## src/hw/dispatch_pkg.sv

```systemverilog
// Shared constants, types and register map of the digital input dispatcher
package dispatch_pkg;
  localparam int NTERM  = 8;
  localparam int SEL_W  = 5;
  localparam int VAL_W  = 16;

  // Register byte offsets
  localparam logic [7:0] OFS_SEL0   = 8'h00; // selectors at 0x00..0x1c
  localparam logic [7:0] OFS_CTRL   = 8'h20;
  localparam logic [7:0] OFS_BRAKE  = 8'h24;
  localparam logic [7:0] OFS_STATE  = 8'h28;
  localparam logic [7:0] OFS_ISTAT  = 8'h2c;
  localparam logic [7:0] OFS_IMASK  = 8'h30;
  localparam logic [7:0] OFS_FREF   = 8'h34;
  localparam logic [7:0] OFS_FFRQ   = 8'h38;
  localparam logic [7:0] OFS_LEVEL  = 8'h3c;

  // Field positions
  localparam int CTRL_CLOSED_LOOP = 0;
  localparam int BRAKE_CUR_LSB    = 0;
  localparam int BRAKE_TIME_LSB   = 16;
  localparam int IRQ_W            = 4;
  localparam int IRQ_EXT_FAULT    = 0;
  localparam int IRQ_ALARM_RESET  = 1;
  localparam int IRQ_START_CLASH  = 2;
  localparam int IRQ_STEP         = 3;

  // Selector reset values, terminal 7 down to terminal 0
  localparam logic [NTERM*SEL_W-1:0] SEL_RST =
    {5'h00, 5'h00, 5'h0c, 5'h03, 5'h01, 5'h01, 5'h02, 5'h01};
  localparam logic [SEL_W-1:0] CODE_INTERLOCK_MAX = 5'h03;
  localparam int INTERLOCK_TERM = 4;
  localparam logic [VAL_W-1:0] STEP_SIZE = 16'h0001; // 0.1 % or 0.1 Hz

  // Timing
  localparam int CLK_HZ        = 20_000_000;
  localparam int MS_PER_S      = 1000;
  localparam int PULSE_MIN_MS  = 3;
  localparam int CYC_PER_MS    = CLK_HZ / MS_PER_S;
  localparam int MIN_PULSE_CYC = PULSE_MIN_MS * CYC_PER_MS;

  typedef enum logic [4:0] {
    FN_NONE       = 5'h00,
    FN_RESET      = 5'h01,
    FN_COAST_LOW  = 5'h02,
    FN_CLR_COAST  = 5'h03,
    FN_START      = 5'h04,
    FN_REVERSE    = 5'h05,
    FN_REV_START  = 5'h06,
    FN_DC_HOLD    = 5'h07,
    FN_INTERLOCK  = 5'h08,
    FN_FREEZE_REF = 5'h09,
    FN_FREEZE_OUT = 5'h0a,
    FN_SETUP_LSB  = 5'h0b,
    FN_SETUP_MSB  = 5'h0c,
    FN_PRESET_ON  = 5'h0d,
    FN_PRESET_LSB = 5'h0e,
    FN_PRESET_MSB = 5'h0f,
    FN_SPEED_DN   = 5'h10,
    FN_SPEED_UP   = 5'h11
  } func_e;

  typedef struct packed {
    logic       run;
    logic       reverse;
    logic       coast;
    logic       dc_brake;
    logic       ext_fault;
    logic       freeze_ref;
    logic       freeze_out;
    logic       preset_on;
    logic [1:0] preset_sel;
    logic [1:0] setup_sel;
  } cmd_s;
endpackage

```

## src/hw/input_dispatch.sv

```systemverilog
// Digital input terminal dispatcher with Avalon-MM register slave
`timescale 1ns/100ps
module input_dispatch
  import dispatch_pkg::*;
#(
  parameter int MIN_PULSE = dispatch_pkg::MIN_PULSE_CYC, // 3 ms in cycles
  parameter int MS_CYC    = dispatch_pkg::CYC_PER_MS     // 1 ms in cycles
) (
  input  wire logic                    I_CLK,            // 20 MHz clock
  input  wire logic                    I_RESET_N,        // Async reset
  input  wire logic [dispatch_pkg::NTERM-1:0] I_TERM,    // Terminal pins
  input  wire logic                    I_TRIP_LOCKED,    // Alarm not resettable
  input  wire logic                    I_OFF_KEY,        // Off/stop key pulse
  input  wire logic [dispatch_pkg::VAL_W-1:0] I_REF_NOW,  // Present reference
  input  wire logic [dispatch_pkg::VAL_W-1:0] I_FREQ_NOW, // Present frequency
  input  wire logic [7:0]              I_AVS_ADDRESS,    // Byte address
  input  wire logic                    I_AVS_READ,       // Read request
  input  wire logic                    I_AVS_WRITE,      // Write request
  input  wire logic [31:0]             I_AVS_WRITEDATA,  // Write data
  input  wire logic [3:0]              I_AVS_BYTEENABLE, // Byte lanes
  output logic      [31:0]             O_AVS_READDATA,   // Read data
  output logic                         O_AVS_WAITREQUEST,// Stall
  output dispatch_pkg::cmd_s           O_CMD,            // Drive commands
  output logic                         O_ALARM_RESET,    // Reset pulse
  output logic                         O_IRQ             // Level interrupt
);
  import dispatch_pkg::*;

  localparam int MSW = $clog2(MS_CYC + 1);
  // Interlock pin idles high; a low reset value would latch a false fault
  localparam logic [NTERM-1:0] LVL_IDLE = NTERM'(1) << INTERLOCK_TERM;

  if (MIN_PULSE < 1 || MS_CYC < 1) begin
    $error("input_dispatch: bad timing");
  end

  // Terminal position to function, per terminal table
  function automatic func_e func_of(input int t, input logic [SEL_W-1:0] c);
    func_e f;
    f = FN_NONE;
    if (t == 2) begin
      if (c == 5'h01) f = FN_START;
    end else if (t == 3) begin
      case (c)
        5'h01: f = FN_REVERSE;
        5'h02: f = FN_REV_START;
        5'h03: f = FN_DC_HOLD;
        default: f = FN_NONE;
      endcase
    end else if (t == INTERLOCK_TERM) begin
      case (c)
        5'h00: f = FN_COAST_LOW;
        5'h01: f = FN_CLR_COAST;
        5'h02: f = FN_DC_HOLD;
        default: f = FN_INTERLOCK;
      endcase
    end else if (t == 5) begin
      case (c)
        5'h01: f = FN_RESET;
        5'h02: f = FN_FREEZE_REF;
        5'h03: f = FN_FREEZE_OUT;
        5'h04: f = FN_SETUP_LSB;
        5'h05: f = FN_SETUP_MSB;
        5'h06: f = FN_PRESET_ON;
        5'h07: f = FN_PRESET_LSB;
        5'h08: f = FN_PRESET_MSB;
        5'h09: f = FN_SPEED_DN;
        5'h0a: f = FN_SPEED_UP;
        default: f = FN_NONE;
      endcase
    end else begin
      // Terminals 0, 1, 6, 7 share codes 1..3; codes 4, 6 alternate lsb/msb and code 7 alternates up/down
      case (c)
        5'h01: f = FN_RESET;
        5'h02: f = FN_FREEZE_REF;
        5'h03: f = FN_FREEZE_OUT;
        5'h04: f = (t == 1 || t == 7) ? FN_SETUP_MSB : FN_SETUP_LSB;
        5'h05: f = FN_PRESET_ON;
        5'h06: f = (t == 1 || t == 7) ? FN_PRESET_MSB : FN_PRESET_LSB;
        5'h07: f = (t == 1 || t == 7) ? FN_SPEED_DN : FN_SPEED_UP;
        default: f = FN_NONE;
      endcase
    end
    return f;
  endfunction

  // True if any terminal mapped to f sits at level lv
  function automatic logic hit(input logic [NTERM*5-1:0] fv,
                               input logic [NTERM-1:0] lvl,
                               input func_e f, input logic lv);
    logic r;
    r = 1'b0;
    for (int t = 0; t < NTERM; t++) begin
      if (fv[t*5 +: 5] == f && lvl[t] == lv) r = 1'b1;
    end
    return r;
  endfunction

  function automatic logic [31:0] merge(input logic [31:0] old,
                                        input logic [31:0] nw,
                                        input logic [3:0] be);
    logic [31:0] r;
    r = old;
    for (int b = 0; b < 4; b++) begin
      if (be[b]) r[b*8 +: 8] = nw[b*8 +: 8];
    end
    return r;
  endfunction

  function automatic logic [VAL_W-1:0] stepped(input logic [VAL_W-1:0] v,
                                               input logic up,
                                               input logic dn);
    logic [VAL_W-1:0] r;
    r = v;
    if (up && !dn && v <= {VAL_W{1'b1}} - STEP_SIZE) r = v + STEP_SIZE;
    if (dn && !up && v >= STEP_SIZE) r = v - STEP_SIZE;
    return r;
  endfunction

  // Registers
  logic [NTERM*SEL_W-1:0] sel_q;
  logic                   closed_loop_q;
  logic [31:0]            brake_q;
  logic [IRQ_W-1:0]       istat_q;
  logic [IRQ_W-1:0]       imask_q;
  logic [VAL_W-1:0]       fref_q;
  logic [VAL_W-1:0]       ffrq_q;
  logic                   ack_q;
  logic [31:0]            rdata_q;

  // Function state
  logic [NTERM-1:0] lvl;
  logic             reset_prev_q;
  logic             clrc_prev_q;
  logic             hold_prev_q;
  logic             fref_prev_q;
  logic             ffrq_prev_q;
  logic             run_q;
  logic             ext_fault_q;
  logic [MSW-1:0]   ms_cnt_q;
  logic [15:0]      brake_left_q;
  logic             step_up;
  logic             step_dn;

  level_sync #(.W(NTERM), .RST_VAL(LVL_IDLE)) u_sync (
    .i_clk   (I_CLK),
    .i_rst_n (I_RESET_N),
    .i_async (I_TERM),
    .o_sync  (lvl)
  );

  // Function of each terminal
  logic [NTERM*5-1:0] fv;
  always_comb begin
    fv = '0;
    for (int t = 0; t < NTERM; t++) begin
      fv[t*5 +: 5] = func_of(t, sel_q[t*SEL_W +: SEL_W]);
    end
  end

  wire reset_hi   = hit(fv, lvl, FN_RESET, 1'b1);
  wire clrc_hi    = hit(fv, lvl, FN_CLR_COAST, 1'b1);
  wire clrc_lo    = hit(fv, lvl, FN_CLR_COAST, 1'b0);
  wire coast_lo   = hit(fv, lvl, FN_COAST_LOW, 1'b0);
  wire lock_lo    = hit(fv, lvl, FN_INTERLOCK, 1'b0);
  wire hold_lo    = hit(fv, lvl, FN_DC_HOLD, 1'b0);
  wire start_hi   = hit(fv, lvl, FN_START, 1'b1);
  wire rev_hi     = hit(fv, lvl, FN_REVERSE, 1'b1);
  wire rstart_hi  = hit(fv, lvl, FN_REV_START, 1'b1);
  wire frz_ref    = hit(fv, lvl, FN_FREEZE_REF, 1'b1);
  wire frz_out    = hit(fv, lvl, FN_FREEZE_OUT, 1'b1);
  wire up_hi      = hit(fv, lvl, FN_SPEED_UP, 1'b1);
  wire dn_hi      = hit(fv, lvl, FN_SPEED_DN, 1'b1);

  // Reset events: rising edge, or falling edge of clear-and-coast
  wire reset_rise = reset_hi && !reset_prev_q;
  wire clrc_fall  = clrc_lo && clrc_prev_q;
  wire reset_evt  = (reset_rise || clrc_fall) && !I_TRIP_LOCKED;
  wire coast      = coast_lo || clrc_lo || lock_lo;

  // DC brake only with nonzero current and time
  wire brake_en   = brake_q[BRAKE_CUR_LSB +: 16] != 16'h0000 &&
                    brake_q[BRAKE_TIME_LSB +: 16] != 16'h0000;
  wire hold_enter = hold_lo && !hold_prev_q;
  wire dc_brake   = hold_lo && brake_en && brake_left_q != 16'h0000;
  wire ms_tick    = ms_cnt_q == MSW'(MS_CYC - 1);

  // Reversing functions are refused in closed loop
  wire open_loop  = !closed_loop_q;
  wire rstart_ok  = rstart_hi && open_loop;
  wire start_clash = start_hi && rstart_hi;
  // Frozen output holds run against the start terminal
  wire run_d      = start_hi || rstart_ok ||
                    (frz_out && run_q && !hold_lo);
  wire freeze_any = frz_ref || frz_out;

  // Speed pulses only matter while something is frozen
  pulse_qualify #(.MIN_CYC(MIN_PULSE)) u_up (
    .i_clk   (I_CLK),
    .i_rst_n (I_RESET_N),
    .i_level (up_hi && freeze_any),
    .o_step  (step_up)
  );
  pulse_qualify #(.MIN_CYC(MIN_PULSE)) u_dn (
    .i_clk   (I_CLK),
    .i_rst_n (I_RESET_N),
    .i_level (dn_hi && freeze_any),
    .o_step  (step_dn)
  );

  // Bus decode: one wait state, write lands when waitrequest is low
  wire        req    = I_AVS_READ || I_AVS_WRITE;
  wire        wr_go  = I_AVS_WRITE && ack_q;
  wire [7:0]  addr   = {I_AVS_ADDRESS[7:2], 2'b00};
  wire        sel_hit = addr < OFS_CTRL;
  wire [2:0]  sel_idx = addr[4:2];
  wire [31:0] wmask  = merge(32'h0, 32'hffffffff, I_AVS_BYTEENABLE);
  wire [SEL_W-1:0] sel_old = sel_q[sel_idx*SEL_W +: SEL_W];
  wire [SEL_W-1:0] sel_new = SEL_W'(merge({27'h0, sel_old}, I_AVS_WRITEDATA,
                                          I_AVS_BYTEENABLE));
  // Interlock terminal keeps its code if a foreign one is written
  wire sel_legal = sel_idx != 3'(INTERLOCK_TERM) ||
                   sel_new <= CODE_INTERLOCK_MAX;
  wire [IRQ_W-1:0] w1c = (wr_go && addr == OFS_ISTAT) ?
                         IRQ_W'(I_AVS_WRITEDATA & wmask) : '0;
  wire [IRQ_W-1:0] ev;
  assign ev[IRQ_EXT_FAULT]   = lock_lo && !ext_fault_q;
  assign ev[IRQ_ALARM_RESET] = reset_evt;
  assign ev[IRQ_START_CLASH] = start_clash;
  assign ev[IRQ_STEP]        = step_up || step_dn;

  cmd_s cmd;
  always_comb begin
    cmd            = '0;
    cmd.run        = run_q;
    cmd.reverse    = open_loop && (rev_hi || rstart_hi);
    cmd.coast      = coast;
    cmd.dc_brake   = dc_brake;
    cmd.ext_fault  = ext_fault_q;
    cmd.freeze_ref = frz_ref;
    cmd.freeze_out = frz_out;
    cmd.preset_on  = hit(fv, lvl, FN_PRESET_ON, 1'b1);
    cmd.preset_sel = {hit(fv, lvl, FN_PRESET_MSB, 1'b1),
                      hit(fv, lvl, FN_PRESET_LSB, 1'b1)};
    cmd.setup_sel  = {hit(fv, lvl, FN_SETUP_MSB, 1'b1),
                      hit(fv, lvl, FN_SETUP_LSB, 1'b1)};
  end

  logic [31:0] rmux;
  always_comb begin
    rmux = 32'h0;
    if (sel_hit) begin
      rmux = {27'h0, sel_old};
    end else begin
      case (addr)
        OFS_CTRL:  rmux = {31'h0, closed_loop_q};
        OFS_BRAKE: rmux = brake_q;
        OFS_STATE: rmux = {20'h0, cmd};
        OFS_ISTAT: rmux = {28'h0, istat_q};
        OFS_IMASK: rmux = {28'h0, imask_q};
        OFS_FREF:  rmux = {16'h0, fref_q};
        OFS_FFRQ:  rmux = {16'h0, ffrq_q};
        OFS_LEVEL: rmux = {24'h0, lvl};
        default:   rmux = 32'h0;
      endcase
    end
  end

  assign O_AVS_WAITREQUEST = req && !ack_q;
  assign O_AVS_READDATA    = rdata_q;

  always_ff @(posedge I_CLK or negedge I_RESET_N) begin
    if (!I_RESET_N) begin
      ack_q   <= 1'b0;
      rdata_q <= 32'h0;
    end else begin
      ack_q   <= req && !ack_q;
      rdata_q <= (I_AVS_READ && !ack_q) ? rmux : rdata_q;
    end
  end

  always_ff @(posedge I_CLK or negedge I_RESET_N) begin
    if (!I_RESET_N) begin
      sel_q         <= SEL_RST;
      closed_loop_q <= 1'b0;
      brake_q       <= 32'h0;
      imask_q       <= '0;
    end else if (wr_go) begin
      if (sel_hit && sel_legal) sel_q[sel_idx*SEL_W +: SEL_W] <= sel_new;
      if (addr == OFS_CTRL) closed_loop_q <= I_AVS_WRITEDATA[CTRL_CLOSED_LOOP];
      if (addr == OFS_BRAKE) brake_q <= merge(brake_q, I_AVS_WRITEDATA,
                                              I_AVS_BYTEENABLE);
      if (addr == OFS_IMASK) imask_q <= IRQ_W'(I_AVS_WRITEDATA);
    end
  end

  // Sticky status: a new event wins over a same-cycle clear
  always_ff @(posedge I_CLK or negedge I_RESET_N) begin
    if (!I_RESET_N) begin
      istat_q <= '0;
      O_IRQ   <= 1'b0;
    end else begin
      istat_q <= (istat_q & ~w1c) | ev;
      O_IRQ   <= |(((istat_q & ~w1c) | ev) & imask_q);
    end
  end

  // Edge history, run state, fault latch
  always_ff @(posedge I_CLK or negedge I_RESET_N) begin
    if (!I_RESET_N) begin
      reset_prev_q  <= 1'b0;
      clrc_prev_q   <= 1'b0;
      hold_prev_q   <= 1'b0;
      fref_prev_q   <= 1'b0;
      ffrq_prev_q   <= 1'b0;
      run_q         <= 1'b0;
      ext_fault_q   <= 1'b0;
      O_ALARM_RESET <= 1'b0;
      O_CMD         <= '0;
    end else begin
      reset_prev_q  <= reset_hi;
      clrc_prev_q   <= clrc_hi;
      hold_prev_q   <= hold_lo;
      fref_prev_q   <= frz_ref;
      ffrq_prev_q   <= frz_out;
      run_q         <= run_d;
      O_ALARM_RESET <= reset_evt;
      O_CMD         <= cmd;
      // Fault stays while interlock is low; set wins over clear
      if (lock_lo) begin
        ext_fault_q <= 1'b1;
      end else if (reset_evt || I_OFF_KEY) begin
        ext_fault_q <= 1'b0;
      end
    end
  end

  // Brake timer in milliseconds
  always_ff @(posedge I_CLK or negedge I_RESET_N) begin
    if (!I_RESET_N) begin
      ms_cnt_q     <= '0;
      brake_left_q <= 16'h0000;
    end else begin
      ms_cnt_q <= ms_tick ? '0 : ms_cnt_q + 1'b1;
      if (hold_enter) begin
        brake_left_q <= brake_q[BRAKE_TIME_LSB +: 16];
      end else if (ms_tick && brake_left_q != 16'h0000) begin
        brake_left_q <= brake_left_q - 16'h0001;
      end
    end
  end

  // Frozen values are never cleared by stop; software saves them
  always_ff @(posedge I_CLK or negedge I_RESET_N) begin
    if (!I_RESET_N) begin
      fref_q <= 16'h0000;
      ffrq_q <= 16'h0000;
    end else begin
      if (frz_ref && !fref_prev_q) begin
        fref_q <= I_REF_NOW;
      end else if (frz_ref) begin
        fref_q <= stepped(fref_q, step_up, step_dn);
      end else if (wr_go && addr == OFS_FREF) begin
        fref_q <= VAL_W'(merge({16'h0, fref_q}, I_AVS_WRITEDATA,
                               I_AVS_BYTEENABLE));
      end
      if (frz_out && !ffrq_prev_q) begin
        ffrq_q <= I_FREQ_NOW;
      end else if (frz_out) begin
        ffrq_q <= stepped(ffrq_q, step_up, step_dn);
      end else if (wr_go && addr == OFS_FFRQ) begin
        ffrq_q <= VAL_W'(merge({16'h0, ffrq_q}, I_AVS_WRITEDATA,
                               I_AVS_BYTEENABLE));
      end
    end
  end
endmodule

```

## src/hw/level_sync.sv

```systemverilog
// Two-stage synchroniser for asynchronous terminal levels
`timescale 1ns/100ps
module level_sync #(
  parameter int           W       = 8,
  parameter logic [W-1:0] RST_VAL = '0
) (
  input  wire logic         i_clk,     // Control clock
  input  wire logic         i_rst_n,   // Async reset, active low
  input  wire logic [W-1:0] i_async,   // Raw terminal levels
  output logic      [W-1:0] o_sync     // Synchronised levels
);
  logic [W-1:0] meta_q;

  if (W < 1) begin
    $error("level_sync: W must be at least 1");
  end

  // Reset to the idle level so no false edge or level follows reset
  always_ff @(posedge i_clk or negedge i_rst_n) begin
    if (!i_rst_n) begin
      meta_q <= RST_VAL;
      o_sync <= RST_VAL;
    end else begin
      meta_q <= i_async;
      o_sync <= meta_q;
    end
  end
endmodule

```

## src/hw/pulse_qualify.sv

```systemverilog
// Emits one step per input pulse that met minimum high and low widths
`timescale 1ns/100ps
module pulse_qualify #(
  parameter int MIN_CYC = 60000
) (
  input  wire logic i_clk,    // Control clock
  input  wire logic i_rst_n,  // Async reset, active low
  input  wire logic i_level,  // Synchronised speed level
  output logic      o_step    // One-cycle step pulse
);
  localparam int CW = $clog2(MIN_CYC + 1);
  localparam logic [CW-1:0] LIMIT = CW'(MIN_CYC);

  logic          lvl_q;
  logic [CW-1:0] cnt_q;
  logic          low_ok_q;
  wire           change = i_level != lvl_q;
  wire           wide   = cnt_q >= LIMIT;

  if (MIN_CYC < 1) begin
    $error("pulse_qualify: MIN_CYC must be at least 1");
  end

  always_ff @(posedge i_clk or negedge i_rst_n) begin
    if (!i_rst_n) begin
      lvl_q    <= 1'b0;
      cnt_q    <= '0;
      low_ok_q <= 1'b1;
      o_step   <= 1'b0;
    end else begin
      lvl_q  <= i_level;
      // Count the edge of the change itself, so a level of N cycles reads N
      cnt_q  <= change ? CW'(1) : (wide ? cnt_q : cnt_q + 1'b1);
      o_step <= change && lvl_q && wide && low_ok_q;
      if (change && !lvl_q) begin
        low_ok_q <= wide;
      end
    end
  end
endmodule

```

## config.mk

```make
export PLATFORM = sky130hd
export DESIGN_NAME = input_dispatch
export DESIGN_NICKNAME = d
export VERILOG_FILES = /design/src/hw/dispatch_pkg.sv /design/src/hw/input_dispatch.sv /design/src/hw/level_sync.sv /design/src/hw/pulse_qualify.sv
export SDC_FILE = /design/constraint.sdc
export NUM_CORES = 1
export LEC_CHECK = 0
export BUFFER_PORTS_ARGS = -buffer_cell sky130_fd_sc_hd__buf_2
export CORE_MARGIN = 5
export CORE_UTILIZATION = 52
export CTS_CLUSTER_DIAMETER = 80
export DETAILED_ROUTE_END_ITERATION = 10
export HOLD_SLACK_MARGIN = 0.08
export PLACE_DENSITY = 0.85
export RECOVER_POWER = 25
export SKIP_LAST_GASP = 1
export SYNTH_ARGS = -nofsm -noshare
export SYNTH_HDL_FRONTEND = slang
export SYNTH_SLANG_ARGS = --single-unit
```

## constraint.sdc

```tcl
create_clock -name I_CLK -period 3.9 [get_ports I_CLK]
set_input_delay 0.39 -clock I_CLK [delete_from_list [all_inputs] [get_ports I_CLK]]
set_output_delay 0.39 -clock I_CLK [all_outputs]
set_load 0.01 [all_outputs]
```

# Yosys cells after proc, flatten, opt, wreduce, memory -nomap -nowiden
# Memories as Yosys holds them, arrays and structs flattened.
# Cells that the tools add are included.
dict set report word_totals {
  inputBits 90
  rom_bits 80
  reg_bits 250
  word_cells 674
  mem_count 1
}
dict set report op_classes {
  mux 179
  order_cmp 8
  n_reduce_logical 231
  multipliers 1
  addsub 9
  eq_ne 186
  shift 3
  bitwise_logic 13
}
# name words width read_ports rd_ports_with_merged_regs wr line
set mem_list {}
lappend mem_list {{(name not given)} 16 5 1 0 0 input_dispatch.sv:58} ;# case (c)
# operator n
set op_table {}
lappend op_table {{two-way mux 16 bit} 16}
lappend op_table {{one-hot mux 32 bit (8 select lines)} 1}
lappend op_table {{equality test 5 x 4 -> 1 bit (second input constant)} 43}
lappend op_table {{equality test 5 x 3 -> 1 bit (second input constant)} 41}
lappend op_table {{logical AND 1 bit} 183}
lappend op_table {{two-way mux 1 bit} 146}
lappend op_table {{one-hot mux 5 bit (7 select lines)} 4}
lappend op_table {{equality test 5 x 2 -> 1 bit (second input constant)} 27}
lappend op_table {{equality test 5 x 1 -> 1 bit (second input constant)} 15}
lappend op_table {{adder 16 x 1 -> 16 bit (second input constant)} 4}
lappend op_table {{equality test 3 x 4 -> 1 bit (second input constant)} 14}
lappend op_table {{equality test 5 bit (second input constant)} 10}
lappend op_table {{equality test 6 x 4 -> 1 bit (second input constant)} 8}
lappend op_table {{nonzero test 16 bit} 3}
lappend op_table {{subtractor 16 x 1 -> 16 bit (second input constant)} 3}
lappend op_table {{bitwise mux 40 bit} 1}
lappend op_table {{variable shift 5 x 34 -> 40 bit (first input constant)} 1}
lappend op_table {{indexed part select 40 x 7 -> 5 bit} 1}
lappend op_table {{indexed part select 5 x 34 -> 40 bit} 1}
lappend op_table {{negator 6 -> 34 bit} 1}
lappend op_table {{greater-or-equal comparator 16 x 1 -> 1 bit (second input constant)} 2}
lappend op_table {{greater-or-equal comparator 16 bit (second input constant)} 2}
lappend op_table {{<= comparator 16 bit (second input constant)} 2}
lappend op_table {{two-way mux 32 bit} 1}
lappend op_table {{33 further kinds} 100}

# Logic depth before layout (Yosys ltp)
# Gate-level depths: netlist of the first run.
dict set report depth {
  ltp_word 18
  depth_mapped 16
}

# Cells and area by module
# Synthesis of the first run repeated with hierarchy kept, for this count alone.
dict set report unflattened {
  hier_cells 1431
  hier_area_um2 14132.3
}
# module cells_each seq_area_each_um2 area_each_um2 n_inst
set modules_own_cells {}
lappend modules_own_cells {input_dispatch 1208 4914.7 11632.4 1}
lappend modules_own_cells {{pulse_qualify (u_up)} 105 476.7 1063.5 1}
lappend modules_own_cells {{pulse_qualify (u_dn)} 102 476.7 1033.5 1}
lappend modules_own_cells {level_sync 16 402.9 402.9 1}

# Least setup slack after synthesis of the first run
# Ideal clock, no wire load.
dict set report synth_path {
  kind {register to register}
  start {register sel_q[25]}
  end {register u_dn.cnt_q[11]}
  path_slack_ps 256
  stages_incl_launch_ff 17
  n_path_buf 4
  arrival_time_ps 3513
  setup_time_ps 132
  path_cell_list {dfrtp_1 > inv_1 > ha_1 > or4b_2 > o211a_1 > o2111a_1 > buf_2 > inv_1 > buf_2 > buf_2 > nor2_1 > a31o_2 > inv_1 > ha_1 > inv_1 > clkbuf_1 > nor2_1}
}
# item line
set synth_lines {}
lappend synth_lines {{start, declared} input_dispatch.sv:121} ;# logic [NTERM*SEL_W-1:0] sel_q;
lappend synth_lines {{start signal, assigned by index} input_dispatch.sv:289} ;# if (sel_hit && sel_legal) sel_q[sel_idx*SEL_W +: SEL_W] <= sel_new;
lappend synth_lines {{end signal, assigned} pulse_qualify.sv:33} ;# cnt_q <= change ? CW'(1) : (wide ? cnt_q : cnt_q + 1'b1);
lappend synth_lines {{end, declared} pulse_qualify.sv:15} ;# logic [CW-1:0] cnt_q;

# Final worst setup path of the first run
dict set report layout_path {
  start {register fref_q[0]}
  end {register fref_q[9]}
}
dict set report layout_between {
  elab_chain_len 5
}
# item line
set layout_rtl {}
lappend layout_rtl {{start, declared} input_dispatch.sv:126} ;# logic [VAL_W-1:0] fref_q;
lappend layout_rtl {{start signal, assigned} input_dispatch.sv:362} ;# fref_q <= stepped(fref_q, step_up, step_dn);
lappend layout_rtl {{start signal, assigned} input_dispatch.sv:364} ;# fref_q <= VAL_W'(merge({16'h0, fref_q}, I_AVS_WRITEDATA,
lappend layout_rtl {{adder 16 x 1 -> 16 bit / greater-or-equal comparator 16 x 1 -> 1 bit (equally long branches)} {input_dispatch.sv:115, input_dispatch.sv:116}}
lappend layout_rtl {{two-way mux 16 bit / logical AND 1 bit (equally long branches)} {input_dispatch.sv:115, input_dispatch.sv:116}}
lappend layout_rtl {{two-way mux 16 bit} input_dispatch.sv:116} ;# if (dn && !up && v >= STEP_SIZE) r = v - STEP_SIZE;
lappend layout_rtl {{two-way mux 16 bit} input_dispatch.sv:361} ;# end else if (frz_ref) begin
lappend layout_rtl {{two-way mux 16 bit} input_dispatch.sv:359} ;# if (frz_ref && !fref_prev_q) begin
# Several ways; a longest one is shown, not always the timed one. The select of a mux whose other input is x is not followed.
# A chain may end at the register's enable or synchronous reset.

==> summary.md, run 1 <==
| Metric | Value |
|---|---|
| Switching Fraction | `0.343` |
| Fmax | `0.290 GHz` |
| RD Place Congestion | `0.974` |
| Sink Count | `250` |
| Sw power | `0.00263 W` |
| Hold path start | `I_AVS_WRITEDATA[30]` |
| Crit. End Element | `flip-flop` |
| Worst rel slew slack | `-0.978` |
| Post-route ant nets | `0` |
| 1st-iter DRT viols | `1666` |
| Synth Flop Type | `dfrtp_1` |
| Reg power frac | `0.452` |
| DRC | `0` |
| Die ar. | `0.0307 sq mm` |
| Via count of the first global-routing pass | `12400` |
| Dominant cell by count in the synthesized netlist | `dfrtp_1` |
| R2R depth | `8` |
| Routed WL per cell | `21.7 um` |
| Worst-Margin Slew | `2970 ps` |
| Synth cell types | `80` |
| Worst EP arrival | `3880 ps` |
| Setup_tns | `0 ps` |
| Setup CP Type | `flip-flop to flip-flop` |
| Hold EP | `brake_q[30]` |
| Critical path cell sequence | `inv_1 -> ha_1 -> or4b_2 -> a2111oi_4 -> a21oi_1 -> a31oi_1 -> o311ai_0 -> a32o_1` |
| Register-to-register setup slack | `450 ps` |
| FILL cells | `2081` |
| Clock power frac | `0.336` |
| Vias | `12700` |
| Die W | `175 um` |
| Final Critical Period | `3450 ps` |
| Antenna violations before repair | `3` |
| Final setup vio count | `0` |
| RSZ-0062 raised after global routing | `false` |
| GRT Util Overall | `0.269` |
| Min-delay worst type | `primary input to flip-flop` |
| Post-synth EDFFs | `0` |
| Final #Nets | `1702` |
| Synth warn | `0` |
| Commonest cells post-synth | `dfrtp_1, nand2_1, nor2_1` |
| Total CTS buffers | `27` |
| Static Leak | `7.44 nW` |
| Syn Nets | `1567` |
| Post-synth top area share | `0.419` |
| Largest stage delay on the critical path | `730 ps` |
| WHS Path Cells | `2` |
| Cell Int Power | `0.00504 W` |
| Worst-path fanout max | `13` |
| Worst-Skew Late Latency | `560 ps` |
| H-tree levels | `1` |
| Yosys reg bits | `250` |
| Fin util | `0.606` |
| Final Skew | `17.0 ps` |
| VDD IR max | `0.000375 V` |
| Mapped Avg Cell Area | `9.79 sq um` |
| I/O Buffers | `134` |
| Footprint of the multi-input gates | `0.00741 sq mm` |
| Final HPWL DP | `30.5 mm` |
| Initial core utilization | `0.527` |
| Combinational fraction of design power | `0.212` |
| Gr ovfl total | `0` |
| Status | `finished with violations` |
| CTS max path bufs | `3` |
| Clk slew on worst S/H paths | `60 ps` |
| CTS Root Cell | `clkbuf_16` |
| CP Launch Type | `flip-flop` |
| Slowest cell on crit path | `or4b_2` |
| Num rows | `60` |
| CTS tree | `yes` |
| Fin crit share | `0.884` |
| Largest net degree at the start of global routing | `120` |
| Share of cells above drive strength 1 | `0.205` |
| Largest cells by area after synthesis | `dfrtp_1, mux2_2, nand2_1, nor2_1, o21ai_0` |
| Die H | `175 um` |
| Vias/cell | `6.52` |
| Post-synth ARST share | `1.00` |
| FF-to-FF End | `fref_q[9]` |
| Resized cells post-CTS | `0` |
| Final Hold Viols | `0` |
| FF+latch area | `0.00627 sq mm` |
| Drt pass-1 iters | `6` |
| PwrDens | `469 mW/mm^2` |
| CP required | `4340 ps` |
| Number of max-cap violations | `1` |
| Final slew viol count | `118` |
| DRT Wirelength | `42.4 mm` |
| I/O pin total | `137` |
| Cell taking the most area after synthesis | `dfrtp_1` |
| RR Startpoint | `fref_q[0]` |
| Synthesis-to-finish area growth | `15.1%` |
| Mapped cell area | `0.0142 sq mm` |
| Gate Count Post-Synth | `1450` |
| First-pass GRT wire length | `67.3 mm` |
| Failing checks | `capacitance limit, slew limit` |
| Core area | `0.0270 sq mm` |
| Post-synthesis sequential area ratio | `0.442` |
## metrics by stage
| stage | hold slack (ps) | instance area, sq um | total power [W] | worst slack (ps) | std cells |
|---|---|---|---|---|---|
| 6_report | 95.8 | 16300 | 0.00767 | 454 | 1949 |
| 5_1_grt | 88.2 | 16300 | 0.00800 | 181 | 1949 |
| 4_1_cts | 85.7 | 16400 | 0.00763 | 478 | 1947 |
| 3_5_place_dp | 335 | 15200 | 0.00504 | 488 | 1875 |
| 3_3_place_gp | 334 | 15200 | 0.00497 | 561 | 1875 |
| 2_1_floorplan | 94.4 | 14200 | 0.00443 | 256 | 1450 |
## state kept, by name, indices dropped and copies added, names as in the netlist, 4 cells and up
register	flops
ms_cnt_q	15
brake_left_q	16
u_dn.cnt_q	16
O_AVS_READDATA	32
u_up.cnt_q	16
ffrq_q	16
sel_q	40
istat_q	4
u_sync.meta_q	8
u_sync.o_sync	8
brake_q	32
imask_q	4
O_CMD	10
fref_q	16
## critical path, delay by kind of cell (launching register included)
kind | cells | cell delay, ps
adder cells (fa/ha/maj) | 1 | 200
flip-flops | 1 | 520
buffers and inverters | 1 | 180
AND/OR/NAND/NOR | 1 | 730
AO/OA/AOI/OAI | 5 | 1690
## per-layer routing
layer | global-route usage | vias to the layer above | share of wire
met3 | 0.0532 | 132 | 0.099
li1 | - | 5662 | -
met4 | 0.110 | 2 | 0.044
met5 | 0 | - | 0.00017
met1 | 0.361 | 6171 | 0.39
met2 | 0.431 | 741 | 0.47
## logic make-up (layout without fill, tap and decap cells)
group	after synthesis	after routing	share of synthesized area
AO/OA/AOI/OAI	338	338	0.175
adder cells (fa/ha/maj)	27	27	0.0238
flip-flops	250	250	0.442
other	0	2	0
AND/OR/NAND/NOR	525	525	0.188
XOR/XNOR	52	52	0.0321
buffers and inverters	135	291	0.0377
multiplexers	123	123	0.101
## cell type report
| cell class | instances | share of cell area |
|---|---|---|
| multi-input combinational | 1065 | 0.453 |
| sequential | 250 | 0.384 |
| timing repair buffer | 183 | 0.0683 |
| clock buffer | 33 | 0.0439 |
| tap | 341 | 0.0261 |
| inverter | 58 | 0.0133 |
| clock inverter | 17 | 0.0109 |
| antenna | 2 | 0.000306 |
## repair_timing
item | in CTS | in global routing
hold buffers | 22 | 0
hold endpoints to repair | 134 | 0
setup buffers | 0 | 0
## power groups by stage
stage / combinational, W / sequential (W) / clock [W]
after floorplan: 0.00125 / 0.00318 / 0
after global placement: 0.00152 / 0.00345 / 0
after detailed placement: 0.00157 / 0.00347 / 0
after CTS: 0.00160 / 0.00343 / 0.00260
after global routing: 0.00178 / 0.00350 / 0.00272
final: 0.00163 / 0.00346 / 0.00258
## cells in the final DEF (no fill, tap or decap), drive strengths merged, types with 9 or more instances in the layout
cell,n
inv,59
mux2,85
and3,20
o21ai,76
a31oi,10
o211ai,12
or2,12
nand2,150
dfrtp,238
o31ai,16
a22oi,20
and2,14
mux2i,30
dfstp,12
xnor2,28
or3,15
buf,158
nor4b,12
nand2b,9
nor2,105
nor4,26
or4,10
nand3,46
o2111ai,9
xor2,24
a21oi,31
nand4,21
ha,27
a221oi,10
nor2b,27
clkinv,9
nor3,26
o22ai,16
dlygate4sd3,22
a22o,33
o2bb2ai,14
clkbuf,36
## how the worst max path moves through the flow
stage | startpoint | to | slack (ps)
final | fref_q[0] | fref_q[9] | 450
after global routing | I_RESET_N | istat_q[1] | 180
after CTS | sel_q[25] | ffrq_q[15] | 480
after detailed placement | I_AVS_ADDRESS[3] | sel_q[34] | 490
after global placement | I_AVS_ADDRESS[3] | sel_q[34] | 560
after floorplan | sel_q[25] | u_dn.cnt_q[11] | 260
Note: power is estimated with default switching activity, not from simulation.
==> inputs of run 2 (changes only) <==
==> constraint.sdc (replaced) <==
create_clock -name I_CLK -period 3.9 [get_ports I_CLK]
set_input_delay 0.585 -clock I_CLK [delete_from_list [all_inputs] [get_ports I_CLK]]
set_output_delay 0.585 -clock I_CLK [all_outputs]
set_load 0.01 [all_outputs]
==> run 2 against run 1 <==
Effect of this change:
- the run still ends with capacitance limit, slew limit left
- combinational power is essentially flat
- routed wire length increased by 0.29%
- clock power grew 21%
- via count down 0.27%
- clock skew grew 8.7 ps
- count of clock-buffer cells in the layout is 1 lower
- critical endpoint is now ffrq_q[7]
- critical path depth is 2 higher
- non-clock buffer count shrank 17
- largest power group unchanged
- worst setup slack got worse by 73 ps
==> summary.md, run 2 (synthesized netlist as in run 1, its figures left out) <==
| Metric | Value |
|---|---|
| CTS Hold Buffers Added | `0 (-100%)` |
| Final #Nets | `1686 (-0.94%)` |
| CTS Root Cell | `clkbuf_16` |
| I/O Buffers | `134 (unchanged)` |
| Reg with most FFs | `sel_q` |
| Die ar. | `0.0307 sq mm (unchanged)` |
| Fmax | `0.284 GHz (-2.1%)` |
| Worst-Margin Slew | `3100 ps (+137 ps)` |
| Initial core utilization | `0.527 (unchanged)` |
| Largest net degree at the start of global routing | `122 (+1.7%)` |
| Worst-path fanout max | `13 (unchanged)` |
| Min-delay worst type | `primary input to flip-flop` |
| Clk slew on worst S/H paths | `60 ps (about the same)` |
| Worst-Skew Late Latency | `560 ps (about the same)` |
| Sink Count | `250 (unchanged)` |
| Fin crit share | `0.902 (+0.0188)` |
| Largest register FFs | `40 (unchanged)` |
| First-pass GRT wire length | `67.3 mm (about the same)` |
| Failing checks | `capacitance limit, slew limit` |
| Vias/cell | `6.56 (+0.56%)` |
| Setup_tns | `0 ps (unchanged)` |
| Final slew viol count | `120 (+1.7%)` |
| GRT Util Overall | `0.269 (-0.000477)` |
| H-tree levels | `1 (unchanged)` |
| Post-route ant nets | `0 (unchanged)` |
| Via count of the first global-routing pass | `12400 (-0.34%)` |
| Worst EP arrival | `4000 ps (+120 ps)` |
| Final HPWL DP | `30.6 mm (+0.42%)` |
| CP Launch Type | `flip-flop` |
| VDD IR max | `0.000348 V (-7.3%)` |
| Die H | `175 um (unchanged)` |
| Status | `finished with violations` |
| Routed WL per cell | `22.0 um (+1.1%)` |
| Drt pass-1 iters | `5 (-1)` |
| CTS tree | `yes` |
| RSZ-0062 raised after global routing | `false` |
| Final setup vio count | `0 (unchanged)` |
| Number of max-cap violations | `1 (unchanged)` |
| Synthesis-to-finish area growth | `15.3%` |
| RD Place Congestion | `0.965 (-0.88%)` |
| Setup CP Type | `flip-flop to flip-flop` |
| Final Critical Period | `3520 ps (+73.1 ps)` |
| Total CTS buffers | `28 (+3.7%)` |
| Worst rel slew slack | `-1.07 (-0.0916)` |
| Num rows | `60 (unchanged)` |
| Crit. End Element | `flip-flop` |
| Share of cells above drive strength 1 | `0.214 (+0.00885)` |
| Vias | `12700 (-0.27%)` |
| 1st-iter DRT viols | `1922 (+15%)` |
| Resized cells post-CTS | `0 (unchanged)` |
| CP required | `4380 ps (+40 ps)` |
| Antenna violations before repair | `2 (-1)` |
| CTS max path bufs | `3 (unchanged)` |
| DRT Wirelength | `42.5 mm (+0.29%)` |
| Leading cell types in the layout, fill and taps excluded | `dfrtp_1, nand2_1, buf_2` |
| Final Skew | `25.7 ps (+8.67 ps)` |
| Total setup buffers inserted after CTS | `0 (unchanged)` |
| Static Leak | `7.48 nW (+0.45%)` |
| I/O pin total | `137 (unchanged)` |
| Placement Setup Slack | `457 ps (-31.3 ps)` |
| PnR worst setup slack | `381 ps (-73.1 ps)` |
| DRC | `0 (unchanged)` |
| PwrDens | `502 mW/mm^2 (+6.9%)` |
| Final Hold Viols | `0 (unchanged)` |
| Commonest non-fill, non-tap cell in the layout | `dfrtp_1` |
| Gr ovfl total | `0 (unchanged)` |
| Design Power | `0.00821 W (+7.1%)` |
| Die W | `175 um (unchanged)` |
| Core area | `0.0270 sq mm (unchanged)` |
[run 2: layout make-up]
type / instances / area, sq um
multi-input cells: 1065 / 7410
clock buffers: 32 / 736
fillers: 2107 / 10600
clock inverters: 20 / 372
inverters: 58 / 218
flip-flops and latches: 250 / 6270
well taps: 341 / 427
diodes: 1 / 2.50
repair buffers: 166 / 936
[run 2: layer usage]
metal | share of wire | global-route usage | wire [um] | up-vias
li1 | - | - | - | 5621
met4 | 0.047 | 0.116 | 2000 | 2
met2 | 0.45 | 0.421 | 19300 | 764
met3 | 0.097 | 0.0508 | 4120 | 146
met1 | 0.40 | 0.367 | 17100 | 6141
met5 | 0.00031 | 0 | 13 | -
[run 2: per-stage QoR]
stage,instance area (sq um),hold WS [ps],util,instances
floorplan,14200,289,-,1450
global placement,15300,335,0.567,1880
detailed placement,15300,336,0.567,1880
CTS,16400,98.9,0.608,1932
finish,16400,113,0.608,1933
global route,16400,91.1,0.608,1933
[run 2: power by group]
group          total, W  internal [W]  switching [W]  leakage, nW
clock network   0.00311       0.00197        0.00114        0.525
registers       0.00348       0.00289       0.000590         3.25
logic           0.00162      0.000670       0.000952         3.70
[run 2: final timing paths]
path,depth (start not counted),endpoint,start,slack [ps]
worst max-delay path,10,ffrq_q[7],sel_q[26],380
worst min-delay path,1,u_sync.meta_q[4],I_TERM[4],110
worst max register to register,10,ffrq_q[7],sel_q[26],380
worst min register to register,0,u_sync.o_sync[3],u_sync.meta_q[3],350
max in group asynchronous,1,sel_q[14],I_RESET_N,1040
min in group asynchronous,1,brake_q[30],I_RESET_N,1030
[run 2: worst max-delay path, stage by stage (launching register included)]
cell	delay, ps
dfrtp_1	500
inv_1	110
ha_1	380
or4b_2	690
o211a_1	150
o2111a_1	250
inv_1	150
buf_4	250
nand2_1	300
o311ai_0	460
a22o_1	200
